[src/core/jcmd_params.svh]
// Constants for the jack clamp and mic detect controller
`ifndef JCMD_PARAMS_SVH
`define JCMD_PARAMS_SVH
// Register indices; byte address is four times the index
`define JCMD_IDX_CLAMP 12'h2a2
`define JCMD_IDX_SWITCH 12'hc18
`define JCMD_IDX_RAW_STS 12'hd55
`define JCMD_IDX_DEBOUNCE 12'hd56
`define JCMD_IDX_ACC_MODE 12'h293
`define JCMD_IDX_DET_CTRL 12'h2a3
`define JCMD_IDX_LVL_MASK 12'h2a4
`define JCMD_IDX_DET_STS 12'h2a5
`define JCMD_IDX_ADC 12'h2a6
// Field positions
`define JCMD_STS_JACK_BIT 0
`define JCMD_STS_CLAMP_BIT 1
`define JCMD_DB_JACK_BIT 0
`define JCMD_DB_CLAMP_BIT 3
`define JCMD_ACC_PIN_BIT 13
`define JCMD_CTRL_ENA_BIT 0
`define JCMD_CTRL_DBT_BIT 1
`define JCMD_CTRL_REF_LSB 4
`define JCMD_CTRL_RATE_LSB 8
`define JCMD_ADC_DELTA_LSB 8
// Reset values
`define JCMD_CTRL_RESET 16'h0102
`define JCMD_LVL_MASK_RESET 8'hff
// Mode codes
`define JCMD_MODE_DISCRETE 3'h0
`define JCMD_MODE_ADC 3'h7
// Timing
`define JCMD_CLK_NS 100
`define JCMD_TICK32_NS 30518
`define JCMD_TICK32_CYC (`JCMD_TICK32_NS / `JCMD_CLK_NS)
`define JCMD_DB_TICKS 4
`define JCMD_BASE_NS 250000
`define JCMD_BASE_CYC (`JCMD_BASE_NS / `JCMD_CLK_NS)
`define JCMD_RATE_MAX_SHIFT 11
`endif

[src/core/jcmd_pkg.sv]
// Types for the jack clamp and mic detect controller
package jcmd_pkg;
  typedef enum logic [1:0] {JCMD_S_IDLE, JCMD_S_MEAS, JCMD_S_WAIT} jcmd_seq_t;
  typedef logic [2:0] jcmd_level_t;
  typedef logic [6:0] jcmd_adc_t;
endpackage

[src/core/jcmd_top.sv]
// Jack clamp, switch and mic impedance detect controller with AXI4-Lite registers
//
// Register access over AXI4-Lite was left to the implementer.
`timescale 1ns/1ns
`include "jcmd_params.svh"
module jcmd_top
  import jcmd_pkg::*;
#(
  parameter int unsigned INTERVAL_BASE_CYC = `JCMD_BASE_CYC,
  parameter int ADDR_W = 14
) (
  input wire logic core_clk,
  input wire logic rst_b,
  input wire logic [ADDR_W-1:0] s_axi_awaddr,
  input wire logic s_axi_awvalid,
  output logic s_axi_awready,
  input wire logic [31:0] s_axi_wdata,
  input wire logic [3:0] s_axi_wstrb,
  input wire logic s_axi_wvalid,
  output logic s_axi_wready,
  output logic [1:0] s_axi_bresp,
  output logic s_axi_bvalid,
  input wire logic s_axi_bready,
  input wire logic [ADDR_W-1:0] s_axi_araddr,
  input wire logic s_axi_arvalid,
  output logic s_axi_arready,
  output logic [31:0] s_axi_rdata,
  output logic [1:0] s_axi_rresp,
  output logic s_axi_rvalid,
  input wire logic s_axi_rready,
  input wire logic jack_sense,
  input wire logic general_input_line,
  input wire logic meas_done,
  input wire logic [2:0] meas_level,
  input wire logic [6:0] meas_adc,
  output logic clamp_active,
  output logic switch_closed,
  output logic meas_start,
  output logic meas_pin_sel,
  output logic meas_adc_mode,
  output logic [1:0] meas_ref_sel,
  output logic [2:0] bias_enable,
  output logic [7:0] level_enable_mask
);
  ////////////////////////////////////////////////////////////////////////////
  // Reset release and pin synchronisers
  logic [1:0] rst_pipe;
  logic rst_int_b;

  always_ff @(posedge core_clk or negedge rst_b) begin
    if (!rst_b) begin
      rst_pipe <= 2'h0;
    end else begin
      rst_pipe <= {rst_pipe[0], 1'b1};
    end
  end
  assign rst_int_b = rst_pipe[1];

  logic [12:0] pins_s;
  logic done_d;
  logic done_pulse;
  jcmd_level_t lvl_s;
  jcmd_adc_t adc_s;

  jcmd_sync #(.W(13)) u_sync (
    .core_clk(core_clk),
    .rst_b(rst_int_b),
    .async_in({general_input_line, jack_sense, meas_done, meas_level, meas_adc}),
    .sync_out(pins_s)
  );
  assign adc_s = pins_s[6:0];
  assign lvl_s = pins_s[9:7];

  always_ff @(posedge core_clk or negedge rst_int_b) begin
    if (!rst_int_b) begin
      done_d <= 1'b0;
    end else begin
      done_d <= pins_s[10];
    end
  end
  assign done_pulse = pins_s[10] && !done_d;

  ////////////////////////////////////////////////////////////////////////////
  // Control registers
  logic [3:0] clamp_mode;
  logic [1:0] switch_mode;
  logic db_jack;
  logic db_clamp;
  logic [2:0] detect_mode_select;
  logic detect_pin_select;
  logic [3:0] measure_interval;
  logic [1:0] detect_reference_select;
  logic debounce_count;
  logic detect_enable;

  logic aw_held;
  logic w_held;
  logic [11:0] aw_idx;
  logic [31:0] w_data;
  logic [3:0] w_strb;
  logic wr_fire;
  logic [15:0] wr_val;

  function automatic logic [15:0] merge16(input logic [15:0] old_v,
                                          input logic [15:0] new_v,
                                          input logic [1:0] strb);
    merge16 = {strb[1] ? new_v[15:8] : old_v[15:8], strb[0] ? new_v[7:0] : old_v[7:0]};
  endfunction

  function automatic logic idx_hit(input logic [11:0] idx);
    idx_hit = idx == `JCMD_IDX_CLAMP || idx == `JCMD_IDX_SWITCH ||
              idx == `JCMD_IDX_RAW_STS || idx == `JCMD_IDX_DEBOUNCE ||
              idx == `JCMD_IDX_ACC_MODE || idx == `JCMD_IDX_DET_CTRL ||
              idx == `JCMD_IDX_LVL_MASK || idx == `JCMD_IDX_DET_STS ||
              idx == `JCMD_IDX_ADC;
  endfunction

  logic [15:0] cur_val;
  localparam logic [15:0] CTRL_RST = `JCMD_CTRL_RESET;

  always_comb begin
    unique case (aw_idx)
      `JCMD_IDX_CLAMP: cur_val = {12'h000, clamp_mode};
      `JCMD_IDX_SWITCH: cur_val = {14'h0000, switch_mode};
      `JCMD_IDX_DEBOUNCE: cur_val = {12'h000, db_clamp, 2'h0, db_jack};
      `JCMD_IDX_ACC_MODE: cur_val = {2'h0, detect_pin_select, 10'h000, detect_mode_select};
      `JCMD_IDX_DET_CTRL: cur_val = {4'h0, measure_interval, 2'h0, detect_reference_select,
                                     2'h0, debounce_count, detect_enable};
      `JCMD_IDX_LVL_MASK: cur_val = {8'h00, level_enable_mask};
      default: cur_val = 16'h0000;
    endcase
  end

  assign wr_fire = aw_held && w_held && !s_axi_bvalid;
  assign wr_val = merge16(cur_val, w_data[15:0], w_strb[1:0]);

  always_ff @(posedge core_clk or negedge rst_int_b) begin
    if (!rst_int_b) begin
      clamp_mode <= 4'h0;
      switch_mode <= 2'h0;
      db_jack <= 1'b0;
      db_clamp <= 1'b0;
      detect_mode_select <= `JCMD_MODE_DISCRETE;
      detect_pin_select <= 1'b0;
      {measure_interval, detect_reference_select} <= {CTRL_RST[11:8], CTRL_RST[5:4]};
      {debounce_count, detect_enable} <= CTRL_RST[1:0];
      level_enable_mask <= `JCMD_LVL_MASK_RESET;
    end else if (wr_fire) begin
      unique case (aw_idx)
        `JCMD_IDX_CLAMP: clamp_mode <= wr_val[3:0];
        `JCMD_IDX_SWITCH: switch_mode <= wr_val[1:0];
        `JCMD_IDX_DEBOUNCE: begin
          db_jack <= wr_val[`JCMD_DB_JACK_BIT];
          db_clamp <= wr_val[`JCMD_DB_CLAMP_BIT];
        end
        `JCMD_IDX_ACC_MODE: begin
          detect_mode_select <= wr_val[2:0];
          detect_pin_select <= wr_val[`JCMD_ACC_PIN_BIT];
        end
        `JCMD_IDX_DET_CTRL: begin
          measure_interval <= wr_val[`JCMD_CTRL_RATE_LSB +: 4];
          detect_reference_select <= wr_val[`JCMD_CTRL_REF_LSB +: 2];
          debounce_count <= wr_val[`JCMD_CTRL_DBT_BIT];
          detect_enable <= wr_val[`JCMD_CTRL_ENA_BIT];
        end
        `JCMD_IDX_LVL_MASK: level_enable_mask <= wr_val[7:0];
        default: ;
      endcase
    end
  end

  ////////////////////////////////////////////////////////////////////////////
  // AXI4-Lite write and read channels
  assign s_axi_awready = !aw_held;
  assign s_axi_wready = !w_held;
  assign s_axi_arready = !s_axi_rvalid;

  always_ff @(posedge core_clk or negedge rst_int_b) begin
    if (!rst_int_b) begin
      aw_held <= 1'b0;
      aw_idx <= 12'h000;
      w_held <= 1'b0;
      w_data <= 32'h0000_0000;
      w_strb <= 4'h0;
      s_axi_bvalid <= 1'b0;
      s_axi_bresp <= 2'h0;
    end else begin
      if (s_axi_awvalid && !aw_held) begin
        aw_held <= 1'b1;
        aw_idx <= 12'(s_axi_awaddr[ADDR_W-1:2]);
      end
      if (s_axi_wvalid && !w_held) begin
        w_held <= 1'b1;
        w_data <= s_axi_wdata;
        w_strb <= s_axi_wstrb;
      end
      if (wr_fire) begin
        aw_held <= 1'b0;
        w_held <= 1'b0;
        s_axi_bvalid <= 1'b1;
        s_axi_bresp <= idx_hit(aw_idx) ? 2'h0 : 2'h2;
      end else if (s_axi_bready) begin
        s_axi_bvalid <= 1'b0;
      end
    end
  end

  logic result_valid;
  logic detect_state;
  jcmd_level_t level_code;
  jcmd_adc_t adc_result;
  jcmd_adc_t adc_result_delta;
  logic [11:0] ar_idx;
  logic [15:0] rd_val;

  assign ar_idx = 12'(s_axi_araddr[ADDR_W-1:2]);

  always_comb begin
    unique case (ar_idx)
      `JCMD_IDX_CLAMP: rd_val = {12'h000, clamp_mode};
      `JCMD_IDX_SWITCH: rd_val = {14'h0000, switch_mode};
      `JCMD_IDX_RAW_STS: rd_val = {14'h0000, clamp_active, pins_s[11]};
      `JCMD_IDX_DEBOUNCE: rd_val = {12'h000, db_clamp, 2'h0, db_jack};
      `JCMD_IDX_ACC_MODE: rd_val = {2'h0, detect_pin_select, 10'h000, detect_mode_select};
      `JCMD_IDX_DET_CTRL: rd_val = {4'h0, measure_interval, 2'h0, detect_reference_select,
                                    2'h0, debounce_count, detect_enable};
      `JCMD_IDX_LVL_MASK: rd_val = {8'h00, level_enable_mask};
      `JCMD_IDX_DET_STS: rd_val = {11'h000, level_code, detect_state, result_valid};
      `JCMD_IDX_ADC: rd_val = {1'b0, adc_result_delta, 1'b0, adc_result};
      default: rd_val = 16'h0000;
    endcase
  end

  always_ff @(posedge core_clk or negedge rst_int_b) begin
    if (!rst_int_b) begin
      s_axi_rvalid <= 1'b0;
      s_axi_rdata <= 32'h0000_0000;
      s_axi_rresp <= 2'h0;
    end else if (s_axi_arvalid && !s_axi_rvalid) begin
      s_axi_rvalid <= 1'b1;
      s_axi_rdata <= {16'h0000, rd_val};
      s_axi_rresp <= idx_hit(ar_idx) ? 2'h0 : 2'h2;
    end else if (s_axi_rready) begin
      s_axi_rvalid <= 1'b0;
    end
  end

  ////////////////////////////////////////////////////////////////////////////
  // Clamp and switch
  jcmd_clamp u_clamp (
    .core_clk(core_clk),
    .rst_b(rst_int_b),
    .raw_in(pins_s[12:11]),
    .db_enable(db_clamp),
    .clamp_mode(clamp_mode),
    .switch_mode(switch_mode),
    .clamp_active(clamp_active),
    .switch_closed(switch_closed)
  );

  ////////////////////////////////////////////////////////////////////////////
  // Measurement sequencer
  logic run;
  logic adc_mode;
  jcmd_seq_t seq_state;
  logic [22:0] wait_cnt;
  logic [22:0] wait_len;
  logic [3:0] shift;

  assign adc_mode = detect_mode_select == `JCMD_MODE_ADC;
  // Other mode codes belong to other detect functions, so nothing runs here
  assign run = detect_enable && (adc_mode ||
               detect_mode_select == `JCMD_MODE_DISCRETE);
  assign meas_pin_sel = detect_pin_select;
  assign meas_adc_mode = adc_mode;
  assign meas_ref_sel = detect_reference_select;
  // Code 00 is the supply rail and needs no bias output
  for (genvar b = 0; b < 3; b++) begin : g_bias
    assign bias_enable[b] = run && detect_reference_select == 2'(b + 1);
  end

  assign shift = (measure_interval >= 4'hc) ? 4'(`JCMD_RATE_MAX_SHIFT)
                                            : measure_interval - 4'h1;
  assign wait_len = 23'(INTERVAL_BASE_CYC) << shift;

  always_ff @(posedge core_clk or negedge rst_int_b) begin
    if (!rst_int_b) begin
      seq_state <= JCMD_S_IDLE;
      wait_cnt <= '0;
      meas_start <= 1'b0;
    end else begin
      meas_start <= 1'b0;
      if (!run) begin
        seq_state <= JCMD_S_IDLE;
      end else begin
        unique case (seq_state)
          JCMD_S_IDLE: begin
            seq_state <= JCMD_S_MEAS;
            meas_start <= 1'b1;
          end
          JCMD_S_MEAS: if (done_pulse) begin
            if (measure_interval == 4'h0) begin
              meas_start <= 1'b1;
            end else begin
              seq_state <= JCMD_S_WAIT;
              wait_cnt <= wait_len - 23'h1;
            end
          end
          JCMD_S_WAIT: begin
            if (wait_cnt == '0) begin
              seq_state <= JCMD_S_MEAS;
              meas_start <= 1'b1;
            end else begin
              wait_cnt <= wait_cnt - 23'h1;
            end
          end
        endcase
      end
    end
  end

  ////////////////////////////////////////////////////////////////////////////
  // Results
  jcmd_level_t last_lvl;
  logic [2:0] match_cnt;
  logic [2:0] next_match;
  logic meas_in;

  assign meas_in = done_pulse && run && seq_state == JCMD_S_MEAS;
  assign next_match = (lvl_s == last_lvl && match_cnt != 3'h0) ?
                      ((match_cnt == 3'h4) ? 3'h4 : match_cnt + 3'h1) : 3'h1;

  always_ff @(posedge core_clk or negedge rst_int_b) begin
    if (!rst_int_b) begin
      result_valid <= 1'b0;
      detect_state <= 1'b0;
      level_code <= '0;
      last_lvl <= '0;
      match_cnt <= 3'h0;
      adc_result <= '0;
      adc_result_delta <= '0;
    end else if (!detect_enable) begin
      result_valid <= 1'b0;
      match_cnt <= 3'h0;
    end else if (meas_in && adc_mode) begin
      adc_result <= adc_s;
      adc_result_delta <= adc_s - adc_result;
      result_valid <= 1'b1;
    end else if (meas_in) begin
      last_lvl <= lvl_s;
      match_cnt <= next_match;
      if (next_match >= (debounce_count ? 3'h4 : 3'h2)) begin
        level_code <= lvl_s;
        // Level zero is the no-accessory level
        detect_state <= lvl_s != 3'h0;
        result_valid <= 1'b1;
      end
    end
  end

  ////////////////////////////////////////////////////////////////////////////
  // Checks
  a_clamp_off: assert property (@(posedge core_clk) disable iff (!rst_int_b)
    clamp_mode == 4'h0 |-> !clamp_active) else $error("clamp on in mode 0");
  a_clamp_forced: assert property (@(posedge core_clk) disable iff (!rst_int_b)
    clamp_mode == 4'h1 |-> clamp_active) else $error("clamp off in mode 1");
  a_switch_inverse: assert property (@(posedge core_clk) disable iff (!rst_int_b)
    switch_mode == 2'h3 |-> switch_closed == !clamp_active)
    else $error("switch not inverse of clamp");
  a_seq_gate: assert property (@(posedge core_clk) disable iff (!rst_int_b)
    !run |=> seq_state == JCMD_S_IDLE && !meas_start)
    else $error("sequencer active while not enabled");
  a_valid_drop: assert property (@(posedge core_clk) disable iff (!rst_int_b)
    !detect_enable |=> !result_valid) else $error("valid kept after disable");
  a_valid_hold: assert property (@(posedge core_clk) disable iff (!rst_int_b)
    result_valid && detect_enable |=> result_valid) else $error("valid lost");
  a_bias_auto: assert property (@(posedge core_clk) disable iff (!rst_int_b)
    run && detect_reference_select == 2'h2 |-> bias_enable == 3'h2)
    else $error("wrong bias enabled");
  a_rate_continuous: assert property (@(posedge core_clk) disable iff (!rst_int_b)
    meas_in && measure_interval == 4'h0 |=> meas_start && seq_state == JCMD_S_MEAS)
    else $error("continuous mode did not restart");
endmodule // jcmd_top

[src/core/jcmd_sync.sv]
// Two-flop synchroniser for pin inputs
`timescale 1ns/1ns
module jcmd_sync #(
  parameter int W = 1
) (
  input wire logic core_clk,
  input wire logic rst_b,
  input wire logic [W-1:0] async_in,
  output logic [W-1:0] sync_out
);
  logic [W-1:0] stage1;

  always_ff @(posedge core_clk or negedge rst_b) begin
    if (!rst_b) begin
      stage1 <= '0;
      sync_out <= '0;
    end else begin
      stage1 <= async_in;
      sync_out <= stage1;
    end
  end
endmodule // jcmd_sync

[src/core/jcmd_clamp.sv]
// Clamp input debounce, clamp condition decode and switch control
`timescale 1ns/1ns
`include "jcmd_params.svh"
module jcmd_clamp
  import jcmd_pkg::*;
#(
  parameter int TICK_CYC = `JCMD_TICK32_CYC,
  parameter int DB_TICKS = `JCMD_DB_TICKS
) (
  input wire logic core_clk,
  input wire logic rst_b,
  input wire logic [1:0] raw_in,
  input wire logic db_enable,
  input wire logic [3:0] clamp_mode,
  input wire logic [1:0] switch_mode,
  output logic clamp_active,
  output logic switch_closed
);
  logic [15:0] tick_cnt;
  logic tick;
  logic [1:0] stable;

  // Slow tick stands in for the 32 kHz debounce clock
  always_ff @(posedge core_clk or negedge rst_b) begin
    if (!rst_b) begin
      tick_cnt <= '0;
      tick <= 1'b0;
    end else if (tick_cnt == 16'(TICK_CYC - 1)) begin
      tick_cnt <= '0;
      tick <= 1'b1;
    end else begin
      tick_cnt <= tick_cnt + 16'h0001;
      tick <= 1'b0;
    end
  end

  for (genvar i = 0; i < 2; i++) begin : g_db
    logic [3:0] db_cnt;
    always_ff @(posedge core_clk or negedge rst_b) begin
      if (!rst_b) begin
        db_cnt <= '0;
        stable[i] <= 1'b0;
      end else if (!db_enable || raw_in[i] == stable[i]) begin
        db_cnt <= '0;
        stable[i] <= raw_in[i];
      end else if (tick) begin
        db_cnt <= db_cnt + 4'h1;
        if (db_cnt == 4'(DB_TICKS - 1)) begin
          stable[i] <= raw_in[i];
        end
      end
    end
  end

  logic j;
  logic g;
  assign j = stable[0];
  assign g = stable[1];

  always_comb begin
    unique case (clamp_mode)
      4'h0: clamp_active = 1'b0;
      4'h1: clamp_active = 1'b1;
      4'h4: clamp_active = !j;
      4'h5: clamp_active = j;
      4'h6: clamp_active = !g;
      4'h7: clamp_active = g;
      4'h8: clamp_active = !j || !g;
      4'h9: clamp_active = !j || g;
      4'ha: clamp_active = j || !g;
      4'hb: clamp_active = j || g;
      4'hc: clamp_active = !j && !g;
      4'hd: clamp_active = !j && g;
      4'he: clamp_active = j && !g;
      4'hf: clamp_active = j && g;
      default: clamp_active = 1'b0;
    endcase
  end

  always_comb begin
    unique case (switch_mode)
      2'h0: switch_closed = 1'b0;
      2'h1: switch_closed = 1'b1;
      2'h2: switch_closed = clamp_active;
      2'h3: switch_closed = !clamp_active;
    endcase
  end
endmodule // jcmd_clamp

[config.mk]
export PLATFORM = sky130hd
export DESIGN_NAME = jcmd_top
export DESIGN_NICKNAME = d
export VERILOG_FILES = /design/src/core/jcmd_pkg.sv /design/src/core/jcmd_top.sv /design/src/core/jcmd_sync.sv /design/src/core/jcmd_clamp.sv
export VERILOG_INCLUDE_DIRS = /design/src /design/src/core
export SDC_FILE = /design/constraint.sdc
export NUM_CORES = 1
export LEC_CHECK = 0
export CORE_UTILIZATION = 34
export CTS_BUF_LIST = sky130_fd_sc_hd__clkbuf_16
export DETAILED_ROUTE_END_ITERATION = 16
export DONT_BUFFER_PORTS = 1
export PLACE_DENSITY = 0.52
export SETUP_SLACK_MARGIN = 0.1
export SLEW_MARGIN = 20
export SYNTH_ARGS = -nofsm -noshare
export SYNTH_HDL_FRONTEND = slang
export SYNTH_SLANG_ARGS = --single-unit
export TNS_END_PERCENT = 20
[constraint.sdc]
create_clock -name core_clk -period 8.52 [get_ports core_clk]
set_input_delay 2.556 -clock core_clk [delete_from_list [all_inputs] [get_ports core_clk]]
set_output_delay 2.556 -clock core_clk [all_outputs]
set_load 0.005 [all_outputs]
# After elaboration in Yosys (flattened, before gate mapping)
# Index checks and enable logic that the tools add are counted.
[word_totals] ff_bits=187 output_inout_bits=59 input_bits=84 word_cells=251
[classes] n_shift=1 addsub=8 n_lt_le_gt_ge=2 muxes=53 bitwise=1 n_reduce_logical=84 n_eq_ne=60
[ops] operator="$eq 12x10->1 const B" n=12
[ops] operator="$pmux 15 s9" n=1
[ops] operator="$eq 12x12->1 const B" n=6
[ops] operator="$pmux 14 s5" n=1
[ops] operator="$mux 23" n=3
[ops] operator="$pmux 23 s2" n=1
[ops] operator="$sub 23x1->23 const B" n=2
[ops] operator="$eq 4x4->1 const B" n=8
[ops] operator="$logic_not 23->1" n=1
[ops] operator="$logic_or 1x1->1" n=23
[ops] operator="$mux 1" n=23
[ops] operator="$shl 12x4->23 const A" n=1
[ops] operator="$reduce_and 2->1" n=11
[ops] operator="$mux 4" n=5
[ops] operator="$logic_and 1x1->1" n=18
[ops] operator="$mux 3" n=6
[ops] operator="$reduce_bool 2->1" n=9
[ops] operator="$add 16x1->16 const B" n=1
[ops] operator="$eq 16x9->1 const B" n=1
[ops] operator="$eq 4x3->1 const B" n=4
[ops] operator="$mux 16" n=1
[ops] operator="$reduce_and 3->1" n=5
[ops] operator="$ne 2x2->1 const B" n=7
[ops] operator="$pmux 1 s13" n=1
[ops] operator="other kinds (30)" n=58

# Logic depth before layout (Yosys ltp)
# Gate-level depths: netlist of the first run.
[depth] ltp_word=10 ltp_mapped=13 mapped_depth_nobuf=10

# By module
# From an unflattened synthesis of the first run, not the netlist that was laid out.
[unflattened] cells_unflattened=996 area_unflattened_um2=9989.6
[by_module_without_submodules] module="jcmd_top" seq_area_each_um2=3265.6 cells_per_inst=843 instances=1 area_each_um2=7955.1
[by_module_without_submodules] module="jcmd_clamp" seq_area_each_um2=675.6 cells_per_inst=127 instances=1 area_each_um2=1383.8
[by_module_without_submodules] module="jcmd_sync" seq_area_each_um2=650.6 cells_per_inst=26 instances=1 area_each_um2=650.6

# Worst setup path before layout of the first run
# OpenSTA, ideal clock, no wires.
[synth_path] kind="in2reg" start="in s_axi_araddr[8]" end="reg s_axi_rdata[4]" path_slack_ps=4191 t_required_ps=8437 setup_time_ps=83 path_buffers=0 t_arrival_ps=4246 path_stages=8 cell_sequence="nor4_1 > nand4b_1 > nor3b_1 > nand2_1 > nor2_1 > a32o_1 > a21oi_1 > o21ai_0"
[synth_via] elab_chain_cells=2 word_cells_on_any_way=10 cone_classes="eq/ne: 9; mux: 1"
[synth_rtl] element="start: declaration" line="jcmd_top.sv:24" source="input wire logic [ADDR_W-1:0] s_axi_araddr,"
[synth_rtl] element="$eq 12x10->1 or $eq 12x12->1 (tied branches)" line="jcmd_top.sv:219" source="unique case (ar_idx)"
[synth_rtl] element="$pmux 15 s9 *" line="jcmd_top.sv:219"
[synth_rtl] element="end signal: assignment" line="jcmd_top.sv:241" source="s_axi_rdata <= {16'h0000, rd_val};"
[synth_rtl] element="end: declaration" line="jcmd_top.sv:27" source="output logic [31:0] s_axi_rdata,"
# Every way passes the cells marked *; elsewhere a longest branch is shown, timed or not.
# A chain may end at the register's enable or synchronous reset.

# Worst setup path in the final report of the first run
[layout_path] start="reg clamp_mode[3]" end="out switch_closed"
[layout_via] elab_chain_cells=4 word_cells_on_any_way=16 cone_classes="eq/ne: 13; mux: 2; reduce/logical: 1"
[layout_rtl] element="start: declaration" line="jcmd_top.sv:85" source="logic [3:0] clamp_mode;"
[layout_rtl] element="start signal: assignment" line="jcmd_top.sv:150" source="`JCMD_IDX_CLAMP: clamp_mode <= wr_val[3:0];"
[layout_rtl] element="$eq 4x4->1 (tied with other cells)" line="jcmd_clamp.sv:61" source="unique case (clamp_mode)"
[layout_rtl] element="$pmux 1 s13 *" line="jcmd_clamp.sv:61"
[layout_rtl] element="net clamp_active" line="jcmd_top.sv:36" source="output logic clamp_active,"
[layout_rtl] element="$logic_not 1->1" line="jcmd_clamp.sv:85" source="2'h3: switch_closed = !clamp_active;"
[layout_rtl] element="$pmux 1 s4 *" line="jcmd_clamp.sv:81" source="unique case (switch_mode)"
[layout_rtl] element="end: declaration" line="jcmd_top.sv:37" source="output logic switch_closed,"
# Mark *: on every way through the listed nets, which the timed path passes. The rest lies on a longest branch.

==> impl_metrics.csv, run 1 <==
group,metric,value,unit
placed_design,portBuffers,0,
clock_network,clk_path_buf_depth,2,
clock_network,htree_levels,4,
detailed_routing,num_vias,6776,
pwr,p_per_area,200,nW/µm²
job,maxCapViolCount,0,
clock_network,numCtsBuffers,17,
placed_design,place_ws,3.34,ns
placed_design,place.gp.congestion,0.848,
worst_setup_path,rrSetupSlack,4.53,ns
pwr,p_leak,4.40,nW
global_routing,grt_pass1_vias,6300,
logic_synthesis,ys_warn_count,0,
worst_setup_path,path_max_fanout,6,
layout,mostFrequentLayoutCell,"dfrtp_1",
logic_synthesis,ys_ff_latch,183,
worst_setup_path,cpMostUsedCell,"nor2_1",
detailed_routing,drcViolationCount,0,
placed_design,dp.cells,1280,
detailed_routing,vias_per_cell,5.16,
detailed_routing,wl_per_cell,17.6,µm
pwr,peakVddDrop,0.184,mV
detailed_routing,wirelength,23200,µm
logic_synthesis,synth_ff_type,"dfrtp_1",
timing,rsz0062_at_grt,"false",
worst_setup_path,critPathMaxStageDelay,0.46,ns
timing,maxSlewHeadroom,0.295,
clock_network,cts_tree,"yes",
worst_setup_path,worstPathCellList,"inv_1 > nor2_1 > nor2_1 > o32a_1 > o211ai_1 > nand2_1 > xnor2_1",
clock_network,post_cts_buffers,0,
clock_network,cts_resized,0,
global_routing,grt_use_total,0.166,
worst_setup_path,end_kind,"primary output",
timing,hold_ws,0.342,ns
logic_synthesis,synth_seq_area_share,0.483,
layout,area_delta_synth_final,8.80,%
clock_network,holdBufCountCts,0,
global_routing,grt.overflow.total,0,
floorplanning,initial_core_util,0.350,
worst_setup_path,cp.required,5.96,ns
global_routing,grt_pass1_wl,36600,µm
worst_setup_path,critPathLaunchType,"flip-flop",
clock_network,cts.clk_slew.worst_paths,0.08,ns
floorplanning,num_rows,60,
timing,hold_violations,0,
outcome,status,"finished, final reports clean",
worst_setup_path,slowest_stage,"dfrtp_1",
detailed_routing,ant_nets,0,
timing,fmax,204,MHz
global_routing,grt_max_degree,182,
worst_hold_path,min_path_type,"flip-flop to flip-flop",
worst_setup_path,path_class,"flip-flop to primary output",
clock_network,cts.sinks,183,
floorplanning,ioPinCount,143,
logic_synthesis,synth_edf_count,0,
detailed_routing,firstDrtPassIters,5,
layout,fin_nets,1031,
pwr,power,2.07,mW
timing,worst_slew_pin_slew,1.06,ns
timing,slew_violations,0,
logic_synthesis,async_flop_share,1.00,
timing,skew,0.0188,ns
placed_design,dpl.hpwl,16800,µm
timing,period_needed,4.91,ns
timing,final.period_utilization,0.577,
timing,final-setup-viol-count,0,
logic_synthesis,postSynthAreaPerCell,10.0,µm²
floorplanning,die_x,169,µm
logic_synthesis,syn_inst,947,
timing,tns,0,ns
logic_synthesis,netlist_area,9500,µm²
detailed_routing,first_iter_violations,524,
layout,final_cell_mix,"dfrtp_1, nand2_1, o21ai_0",
worst_setup_path,cp.arrival,2.36,ns
floorplanning,die_area,28600,µm²
floorplanning,die_h,169,µm
clock_network,clock_latency,0.44,ns
floorplanning,core-area,27200,µm²
logic_synthesis,synth.distinct_cells,77,
clock_network,clockRootBuffer,"clkbuf_16",
layout,layout-drive-gt1-share,0.132,
layout,final_cells,1313,
global_routing,antenna_found_initial,1,
timing,worst_slack,3.61,ns
[worst max-delay path: cells and delay by family, from the launching register on]
kind | cells | cell delay [ns]
buffers and inverters | 1 | 0.11
AO/OA/AOI/OAI | 2 | 0.57
AND/OR/NAND/NOR | 3 | 0.45
flip-flops | 1 | 0.46
XOR/XNOR | 1 | 0.31
[flip-flops by register name (all words and copies together) (netlist names), 3 cells and up]
signal	count
wait_cnt	23
u_clamp.tick_cnt	16
s_axi_rdata	15
u_sync.stage1	13
u_sync.sync_out	13
w_data	13
aw_idx	12
level_enable_mask	8
u_clamp.g_db.db_cnt	8
adc_result	7
adc_result_delta	7
clamp_mode	4
measure_interval	4
detect_mode_select	3
last_lvl	3
level_code	3
match_cnt	3
[logic make-up (layout without fill, tap and decap cells)]
| logic type | after synthesis | after routing | share of synthesized area |
|---|---|---|---|
| muxes | 65 | 65 | 0.0760 |
| xor gates and xnor gates | 47 | 47 | 0.0441 |
| and+or+nand+nor | 322 | 322 | 0.174 |
| buffers and inverters | 96 | 71 | 0.0483 |
| DFF | 183 | 183 | 0.483 |
| adders and majority gates | 20 | 20 | 0.0271 |
| other | 2 | 21 | 0.000790 |
| AOI/OAI and AO/OA | 212 | 212 | 0.147 |
[synthesized netlist by cell type (all sizes together), types with 9 or more instances]
cell    instances  area share
inv            33       0.013
clkbuf         35       0.014
o21ai          94       0.050
nand2         115       0.045
mux2           57       0.068
nand2b         11      0.0072
and3           11      0.0072
dfstp          10       0.028
nor3           20       0.012
a22oi          14       0.011
nand3b          9      0.0071
nor2b          14      0.0092
a21oi          23       0.012
nor2           55       0.022
dfrtp         173        0.46
xor2           24       0.023
buf            28       0.021
a221oi          9      0.0090
nand3          19       0.010
nor4           13       0.011
xnor2          23       0.021
ha             19       0.025
[stage by stage]
stage | util | area (µm²)
after floorplan | - | 9570
after global placement | 0.359 | 9760
after detailed placement | 0.359 | 9760
after CTS | 0.380 | 10300
after global routing | 0.380 | 10300
final | 0.380 | 10300
[final timing paths]
kind                                      from                 end  depth (start not counted)
setup / recovery                 clamp_mode[3]       switch_closed                          7
hold / removal                u_sync.stage1[9]  u_sync.sync_out[9]                          0
setup reg to reg           measure_interval[0]        wait_cnt[20]                         10
hold reg to reg               u_sync.stage1[9]  u_sync.sync_out[9]                          0
max in group asynchronous                rst_b         rst_pipe[1]                          0
min in group asynchronous          rst_pipe[1]              w_held                          1
[cell type report]
type | count | area [µm²]
timing repair buffer | 6 | 57.6
sequential | 183 | 4600
fill | 2746 | 16800
inverter | 33 | 124
tap | 372 | 465
clock inverter | 15 | 133
clock buffer | 17 | 425
multi-input combinational | 686 | 4530
antenna | 1 | 2.50
[metal layers]
layer  share of wire  track usage  vias up
li1                -            -     3304
met1            0.49        0.242     3276
met2            0.42        0.232      185
met3           0.069       0.0534       11
met4           0.012       0.0490        0
met5               0            0        -
[power breakdown]
part,switching (mW),internal [mW]
registers,0.0817,0.958
clock network,0.380,0.386
logic,0.141,0.126
Power figures use the tool's default switching activity.
==> run 2, diff against run 1 <==
Settings changed: PLACE_DENSITY 0.52 to 0.54.
Clock period 8.52 ns to 4.35 ns, I/O delays scaled along.
==> impl_metrics.csv, run 2 (same netlist as run 1, synthesis figures left out) <==
group,metric,value,unit
clock_network,clockRootBuffer,"clkbuf_16",
worst_setup_path,path_max_fanout,19,
detailed_routing,routed-wl-met3,1520,µm
detailed_routing,drcViolationCount,0,
worst_setup_path,path_class,"flip-flop to flip-flop",
worst_setup_path,cp.required,4.70,ns
worst_setup_path,cp.arrival,4.16,ns
placed_design,dp.cells,1292,
layout,largest_register_ffs,23,
clock_network,holdBufCountCts,0,
timing,final.period_utilization,0.875,
pwr,p_leak,4.48,nW
job,maxCapViolCount,0,
timing,fmax,263,MHz
global_routing,grt.overflow.total,0,
timing,maxSlewHeadroom,0.304,
clock_network,clk_path_buf_depth,2,
floorplanning,core-area,27200,µm²
timing,tns,0,ns
detailed_routing,ant_nets,0,
clock_network,numCtsBuffers,17,
outcome,status,"finished, final reports clean",
timing,final-setup-viol-count,0,
clock_network,cts_resized,0,
clock_network,htree_levels,4,
pwr,peakVddDrop,0.382,mV
placed_design,portBuffers,0,
clock_network,cts_tree,"yes",
detailed_routing,wl_met2,10000,µm
placed_design,place_area,9850,µm²
worst_hold_path,min_path_type,"flip-flop to flip-flop",
floorplanning,die_area,28600,µm²
detailed_routing,routed.top_layer,"met5",
pwr,power,4.16,mW
detailed_routing,vias_per_cell,5.21,
timing,slew_violations,0,
layout,final_cells,1326,
layout,final_cell_mix,"dfrtp_1, nand2_1, o21ai_0",
global_routing,antenna_found_initial,3,
layout,mostFrequentLayoutCell,"dfrtp_1",
worst_setup_path,end_kind,"flip-flop",
clock_network,cts.sinks,183,
timing,rsz0062_at_grt,"false",
timing,hold_violations,0,
clock_network,clock_latency,0.44,ns
layout,top_register,"wait_cnt",
floorplanning,initial_core_util,0.350,
timing,hold_ws,0.350,ns
detailed_routing,num_vias,6910,
timing,worst_slew_pin_slew,1.04,ns
floorplanning,ioPinCount,143,
floorplanning,die_h,169,µm
global_routing,grt_pass1_vias,6762,
worst_setup_path,critPathLaunchType,"flip-flop",
placed_design,place.gp.congestion,0.884,
detailed_routing,firstDrtPassIters,6,
global_routing,grt_pass1_wl,37500,µm
detailed_routing,met1_length,11200,µm
pwr,p_per_area,398,nW/µm²
floorplanning,num_rows,60,
detailed_routing,first_iter_violations,452,
clock_network,cts.clk_slew.worst_paths,0.07,ns
layout,layout-drive-gt1-share,0.141,
timing,period_needed,3.81,ns
detailed_routing,wirelength,23100,µm
clock_network,post_cts_buffers,0,
placed_design,dpl.hpwl,16900,µm
floorplanning,die_x,169,µm
layout,finalInstanceArea,10500,µm²
layout,fin_nets,1043,
global_routing,grt_max_degree,68,
layout,area_delta_synth_final,10.0,%
global_routing,grt_use_total,0.169,
layout,reg.largest.list,"wait_cnt: 23 flops, u_clamp.tick_cnt: 16 flops, s_axi_rdata: 15 flops",
detailed_routing,wl_per_cell,17.4,µm
timing,skew,0.0123,ns
-- run 2: through the flow --
| stage | util | setup slack (ns) |
|---|---|---|
| floorplan | - | 1.22 |
| detailed placement | 0.363 | 0.568 |
| global route | 0.385 | 0.204 |
| finish | 0.385 | 0.543 |
| global placement | 0.363 | 0.632 |
| CTS | 0.384 | 0.561 |
-- run 2: routing by layer --
layer,GRT usage,up-vias
met5,0,-
met4,0.0564,2
met3,0.0536,25
met2,0.248,177
met1,0.235,3363
li1,-,3343
-- run 2: cell type report --
type	instances	area (µm²)
repair buffers	18	148
clock buffers	17	425
clock inverters	15	166
well taps	372	465
multi-input cells	686	4530
diodes	2	5.00
inverters	33	124
flip-flops and latches	183	4600
fillers	2722	16700
-- run 2: final timing paths --
| kind | depth (start not counted) | from | end | slack, ns |
|---|---|---|---|---|
| max | 10 | measure_interval[0] | wait_cnt[20] | 0.54 |
| min | 0 | u_sync.stage1[10] | u_sync.sync_out[10] | 0.35 |
| min in group asynchronous | 0 | rst_pipe[1] | aw_idx[9] | 0.46 |
| max in group asynchronous | 1 | rst_pipe[1] | meas_pin_sel | 2.69 |
| min reg2reg | 0 | u_sync.stage1[10] | u_sync.sync_out[10] | 0.35 |
| max reg2reg | 10 | measure_interval[0] | wait_cnt[20] | 0.54 |
-- run 2: worst max-delay path, cell delays in order (launching register included) --
cell and delay (ns):
dfstp_2 0.76, inv_1 0.18, ha_1 0.41, xnor2_1 0.47, nor4_1 0.11, a211oi_2 0.25
nand3_1 0.16, or4b_1 0.72, nor3_2 0.36, nor3_1 0.08, a211oi_1 0.23
-- run 2: where the power goes --
| part | internal [mW] | leakage [nW] | total (mW) | switching (mW) |
|---|---|---|---|---|
| logic | 0.252 | 1.83 | 0.519 | 0.267 |
| clock network | 0.863 | 0.292 | 1.59 | 0.727 |
| registers | 1.88 | 2.36 | 2.05 | 0.172 |
